$ cat config.mk
export PLATFORM = sky130hd
export DESIGN_NAME = buck_pg_pin_router
export DESIGN_NICKNAME = d
export VERILOG_FILES = /design/src/design/buck_pg_pin_router.v
export VERILOG_INCLUDE_DIRS = /design/src /design/src/design
export SDC_FILE = /design/constraint.sdc
export NUM_CORES = 1
export LEC_CHECK = 0
export BUFFER_PORTS_ARGS = -buffer_cell sky130_fd_sc_hd__buf_2
export CAP_MARGIN = 25
export CORE_ASPECT_RATIO = 2
export CORE_MARGIN = 2
export CORE_UTILIZATION = 46
export DETAILED_ROUTE_END_ITERATION = 8
export HOLD_SLACK_MARGIN = 0.08
export PLACE_DENSITY_LB_ADDON = 0.05
export RECOVER_POWER = 25
export REMOVE_ABC_BUFFERS = 1
export SYNTH_ARGS = -nofsm -noshare
export SYNTH_HDL_FRONTEND = slang
export SYNTH_SLANG_ARGS = --single-unit
$ cat constraint.sdc
create_clock -name CORE_CLK -period 2.8 [get_ports CORE_CLK]
set_clock_uncertainty 0.15 [all_clocks]
set_input_delay 0.28 -clock CORE_CLK [delete_from_list [all_inputs] [get_ports CORE_CLK]]
set_output_delay 0.28 -clock CORE_CLK [all_outputs]
set_load 0.01 [all_outputs]
$ cat src/design/pg_route_defines.vh
// Register map, field positions and reset values of the power-good pin interrupt router.
// Function
// - Buck2 event bit 7, read-only, flags change.
// - Buck3 event bit 7, read-only, flags change.
// - Buck2 select bit n drives pin n.
// - Buck2 select zero keeps pin clear.
// - Buck3 select bits 6,5 route pins.
// - Buck3 select zero keeps pin clear.
// - Buck1 select bits 2..0 route pins.
// - Buck1 select zero keeps pin clear.
// - Pin status bit 1 shows buck2 active.
`ifndef PG_ROUTE_DEFINES_VH
`define PG_ROUTE_DEFINES_VH

`define PG_IDX_PIN_STS      8'h6F
`define PG_IDX_BUCK1_ROUTE  8'h70
`define PG_IDX_BUCK2_ROUTE  8'h71
`define PG_IDX_BUCK3_ROUTE  8'h72
`define PG_IDX_IRQ_STATUS   8'h78
`define PG_IDX_IRQ_MASK     8'h79

`define PG_EVENT_BIT        7
`define PG_SEL_MSB          6
`define PG_STS_BUCK1        0
`define PG_STS_BUCK2        1
`define PG_STS_BUCK3        2

`define PG_SEL_RESET        7'h00
`define PG_MASK_RESET       3'h0

`endif

$ cat src/design/buck_pg_pin_router.v
// Routes the buck power-good events onto the multipurpose pins behind a Wishbone register slave.
`timescale 1ns/1ps
`include "pg_route_defines.vh"

module buck_pg_pin_router #(
  parameter NUM_PINS = 7
) (
  // Clock and reset.
  input  wire                CORE_CLK,
  input  wire                SRST,
  // Wishbone slave.
  input  wire                WB_CYC_I,
  input  wire                WB_STB_I,
  input  wire                WB_WE_I,
  input  wire [9:0]          WB_ADR_I,
  input  wire [3:0]          WB_SEL_I,
  input  wire [31:0]         WB_DAT_I,
  output reg  [31:0]         WB_DAT_O,
  output reg                 WB_ACK_O,
  // Power-good levels of the three regulators.
  input  wire                BUCK1_POWER_GOOD,
  input  wire                BUCK2_POWER_GOOD,
  input  wire                BUCK3_POWER_GOOD,
  // Multipurpose pin interrupt drive and system interrupt.
  output reg  [NUM_PINS-1:0] MULTIPURPOSE_PIN_IRQ,
  output wire                IRQ
);

  reg  [2:0]          pg_last;
  reg  [2:0]          pg_event;
  reg  [NUM_PINS-1:0] route [0:2];
  reg  [2:0]          irq_status;
  reg  [2:0]          irq_mask;
  reg                 pg_seeded;
  wire [2:0]          pg_now = {BUCK3_POWER_GOOD, BUCK2_POWER_GOOD, BUCK1_POWER_GOOD};
  wire [2:0]          pg_change = pg_seeded ? (pg_now ^ pg_last) : 3'h0;
  wire [7:0]          word_idx = WB_ADR_I[9:2];
  wire                req = WB_CYC_I & WB_STB_I & ~WB_ACK_O;
  wire                wr_lane0 = req & WB_WE_I & WB_SEL_I[0];
  // Buck1 is wired to the low three pins only; buck3 to the top two.
  wire [NUM_PINS-1:0] allowed [0:2];
  reg  [NUM_PINS-1:0] next_pins;
  integer             b;

  assign allowed[0] = 7'h07;
  assign allowed[1] = 7'h7F;
  assign allowed[2] = 7'h60;

  // Decodes which buck routing register a word index names, or 3 for none.
  function [1:0] route_sel;
    input [7:0] idx;
    begin
      case (idx)
        `PG_IDX_BUCK1_ROUTE: route_sel = 2'h0;
        `PG_IDX_BUCK2_ROUTE: route_sel = 2'h1;
        `PG_IDX_BUCK3_ROUTE: route_sel = 2'h2;
        default:             route_sel = 2'h3;
      endcase
    end
  endfunction

  wire [1:0] wr_route = route_sel(word_idx);

  // Event bits latch any power-good edge; a change seen while the bit is cleared wins.
  always @(posedge CORE_CLK)
  begin
    if (SRST)
    begin
      pg_last    <= 3'h0;
      pg_seeded  <= 1'b0;
      pg_event   <= 3'h0;
      irq_status <= 3'h0;
      irq_mask   <= `PG_MASK_RESET;
    end
    else
    begin
      pg_last   <= pg_now;
      pg_seeded <= 1'b1;
      // Reading a routing register clears its event bit, as software acknowledges it there.
      if (req & ~WB_WE_I & (wr_route != 2'h3))
        pg_event <= (pg_event & ~(3'h1 << wr_route)) | pg_change;
      else
        pg_event <= pg_event | pg_change;
      if (wr_lane0 & (word_idx == `PG_IDX_IRQ_STATUS))
        irq_status <= (irq_status & ~WB_DAT_I[2:0]) | pg_change;
      else
        irq_status <= irq_status | pg_change;
      if (wr_lane0 & (word_idx == `PG_IDX_IRQ_MASK))
        irq_mask <= WB_DAT_I[2:0];
    end
  end

  genvar g;
  generate
    for (g = 0; g < 3; g = g + 1)
    begin : g_route
      // Unwired select bits are held at zero so they can never reach a pin.
      always @(posedge CORE_CLK)
      begin
        if (SRST)
          route[g] <= `PG_SEL_RESET;
        else if (wr_lane0 & (wr_route == g))
          route[g] <= WB_DAT_I[`PG_SEL_MSB:0] & allowed[g];
      end
    end
  endgenerate

  // Every selected pin carries the event, so one event may fan out to several pins.
  always @*
  begin
    next_pins = {NUM_PINS{1'b0}};
    for (b = 0; b < 3; b = b + 1)
      if (pg_event[b])
        next_pins = next_pins | route[b];
  end

  always @(posedge CORE_CLK)
  begin
    if (SRST)
      MULTIPURPOSE_PIN_IRQ <= {NUM_PINS{1'b0}};
    else
      MULTIPURPOSE_PIN_IRQ <= next_pins;
  end

  assign IRQ = |(irq_status & irq_mask);

  // Single-wait-state slave: ack one cycle after the strobe, then dropped.
  always @(posedge CORE_CLK)
  begin
    if (SRST)
    begin
      WB_ACK_O <= 1'b0;
      WB_DAT_O <= 32'h0000_0000;
    end
    else
    begin
      WB_ACK_O <= req;
      WB_DAT_O <= 32'h0000_0000;
      if (req & ~WB_WE_I)
      begin
        case (word_idx)
          `PG_IDX_PIN_STS:
            WB_DAT_O[2:0] <= {|route[2] & pg_event[2], |route[1] & pg_event[1], |route[0] & pg_event[0]};
          `PG_IDX_BUCK1_ROUTE: WB_DAT_O[7:0] <= {pg_event[0], route[0]};
          `PG_IDX_BUCK2_ROUTE: WB_DAT_O[7:0] <= {pg_event[1], route[1]};
          `PG_IDX_BUCK3_ROUTE: WB_DAT_O[7:0] <= {pg_event[2], route[2]};
          `PG_IDX_IRQ_STATUS:  WB_DAT_O[2:0] <= irq_status;
          `PG_IDX_IRQ_MASK:    WB_DAT_O[2:0] <= irq_mask;
          default:             WB_DAT_O <= 32'h0000_0000;
        endcase
      end
    end
  end

endmodule // buck_pg_pin_router

==> qor.csv <==
metric;value;unit
CTS root buffer;clkbuf_8;
CP arrival;1790;ps
ant diodes;0;
CTS resizes;0;
Mapped Cells;191;
global-route wire length before repair;6.33;mm
Commonest cells post-synth;dfxtp_1, buf_4, and2_1;
GRT Max-Usage Layer;met2;
CP required;2670;ps
PD cells;592;nW/um2
Detail Placement HPWL;3.03;mm
Reg2Reg Depth;4;
final WL;3.85;mm
largest net degree at the start of global routing;20;
CORE AREA;4090;um2
gr ovfl total;0;
Pins Over Slew Limit;0;
DRC violations left;0;
drt wl/cell;13.4;um
Final Cycle Share;68.4;%
fmax;522;MHz
Row Count;33;
Yosys cell types;40;
P_leak;0.944;nW
Initial Util;47.7;%
CTS Buffer Depth;2;
max-cap check violation count;0;
IO Count;95;
register area share after synthesis;48.3;%
ys flop type;dfxtp_1;
H-tree Lvls;2;
maximum VDD drop;0.476;mV
Avg Inst Size Synth;10.2;um2
Worst Max-Slew Pin Slew;942;ps
number of synthesized flops with an enable pin;12;
initial antenna violation count;0;
Tot GR Track Use;18.1;%
DR iter-0 viols;20;
Skew-Pair Late Insertion Delay;300;ps
Slew headroom;37.2;%
fin crit period;1920;ps
Synth area leaders;dfxtp_1, edfxtp_1, buf_4;
TritonCTS clock tree;done;
top cell type's share of synthesized area;29.8;%
Clock Pin Slew Worst Setup and Hold Paths;80;ps
Hold WC Path Type;in2reg;
Post-synth ARST share;0;%
Die X;50.0;um
Hold Path Cell Cnt;2;
CTS sink count;41;
vias;1424;
die area;4800;um2
GR Layer Usage met1;17.2;%
Final TNS setup;0;ps
FF+latch count, synth;41;
RSZ-0062 raised after global routing;false;
gpl congestion;0.847;
post-route ant nets;0;
most common cell in the synthesized netlist;dfxtp_1;
Vias/cell;4.96;
Worst Path Max Fanout;19;
Cell Area, Synth;1950;um2
Crit. End Element;flop;
PortBufs;40;
Layout Utilization;54.9;%
TritonRoute pass-1 iters;4;
status;completed;
number of global-route vias before repair;1402;
final setup fails;0;
hold_ws;105;ps
DIE HEIGHT;96.0;um
area leader, netlist;dfxtp_1;
global-route met3 utilization;4.04;%
area growth from synthesis to layout;15.2;%
Worst Setup Start Kind;input pin;
Final Hold Fails;0;
share of layout cells above drive strength 1;21.7;%
Yosys warnings;0;
Nets;288;
met2 Use GR;31.8;%
clock buffer count from CTS;5;
crit path kind;in2reg;
==> repair_timing <==
item | CTS | global route
hold buffers | 4 | 0
hold endpoints to repair | 4 | 0
setup endpoints to repair | 0 | 0
setup buffers | 0 | 0
==> cells by family (layout without fill, tap and decap cells) <==
group	count (synthesis)	in the layout	share of synthesized area, %
AND/OR/NAND/NOR	73	73	23.1
flip-flops	41	41	48.3
buffers and inverters	36	57	12.2
AO/OA/AOI/OAI	30	30	9.96
multiplexers	7	7	4.95
XOR/XNOR	3	3	1.35
other	1	24	0.192
==> layer usage <==
layer  wire length, um  share of wire (%)
met5                 0                  0
met4               216                5.6
met3               182                4.7
met2              2150                 56
met1              1300                 34
==> flip-flops by register name, indices dropped and copies added, names as in the netlist <==
name / count
WB_DAT_O: 8
irq_mask: 3
route: 12
irq_status: 3
pg_seeded: 1
WB_ACK_O: 1
MULTIPURPOSE_PIN_IRQ: 7
pg_event: 3
pg_last: 3
==> stage by stage <==
stage / std cells / total power [W] / setup WS, ps / area, um2
2_1_floorplan: 181 / 0.000720 / 804 / 1810
3_5_place_dp: 275 / 0.000772 / 795 / 2090
3_3_place_gp: 275 / 0.000770 / 766 / 2090
5_1_grt: 287 / 0.00138 / 674 / 2240
6_report: 287 / 0.00133 / 884 / 2240
4_1_cts: 287 / 0.00134 / 981 / 2270
==> cell type report <==
type                            count  area (um2)
Clock buffer                        5        68.8
Clock inverter                      3        68.8
Fill cell                         391        1840
Inverter                            3        11.3
Multi-Input combinational cell    137         843
Sequential cell                    41         941
Tap cell                           52        65.1
Timing Repair Buffer               46         245
==> path summary, 6_finish.rpt <==
check / slack, ps / to / start
worst max-delay path: 880 / route[1][6] / SRST
worst max register to register: 940 / route[1][6] / WB_ACK_O
worst min register to register: 340 / irq_mask[0] / irq_mask[0]
worst min-delay path: 110 / route[1][4] / WB_DAT_I[4]
==> cell usage in the layout, fill, tap and decap left out, drive strengths merged, types with 3 or more instances in the layout <==
master       Yosys  routed
buf             29      34
xor2             3       3
edfxtp          12      12
dlygate4sd3      0       4
dfxtp           29      29
nor3             5       5
clkbuf           4      13
nor2b            5       5
nand2           17      17
nand3            3       3
mux2i            4       4
conb             1      24
a22oi            7       7
a21oi            8       8
o21ai            7       7
and4             3       3
nand4            3       3
inv              3       4
and2            17      17
nor2            11      11
==> critical path: stages <==
cell and delay [ps]:
clkbuf_1 680, inv_1 390, o21ai_0 230, buf_4 190
==> power breakdown <==
group	total [W]	switching (W)	internal, W
logic	0.000110	0.0000665	0.0000436
registers	0.000652	0.0000199	0.000632
clock network	0.000566	0.000207	0.000359
total	0.00133	0.000294	0.00103
No activity file was read; power rests on OpenSTA's default activity.
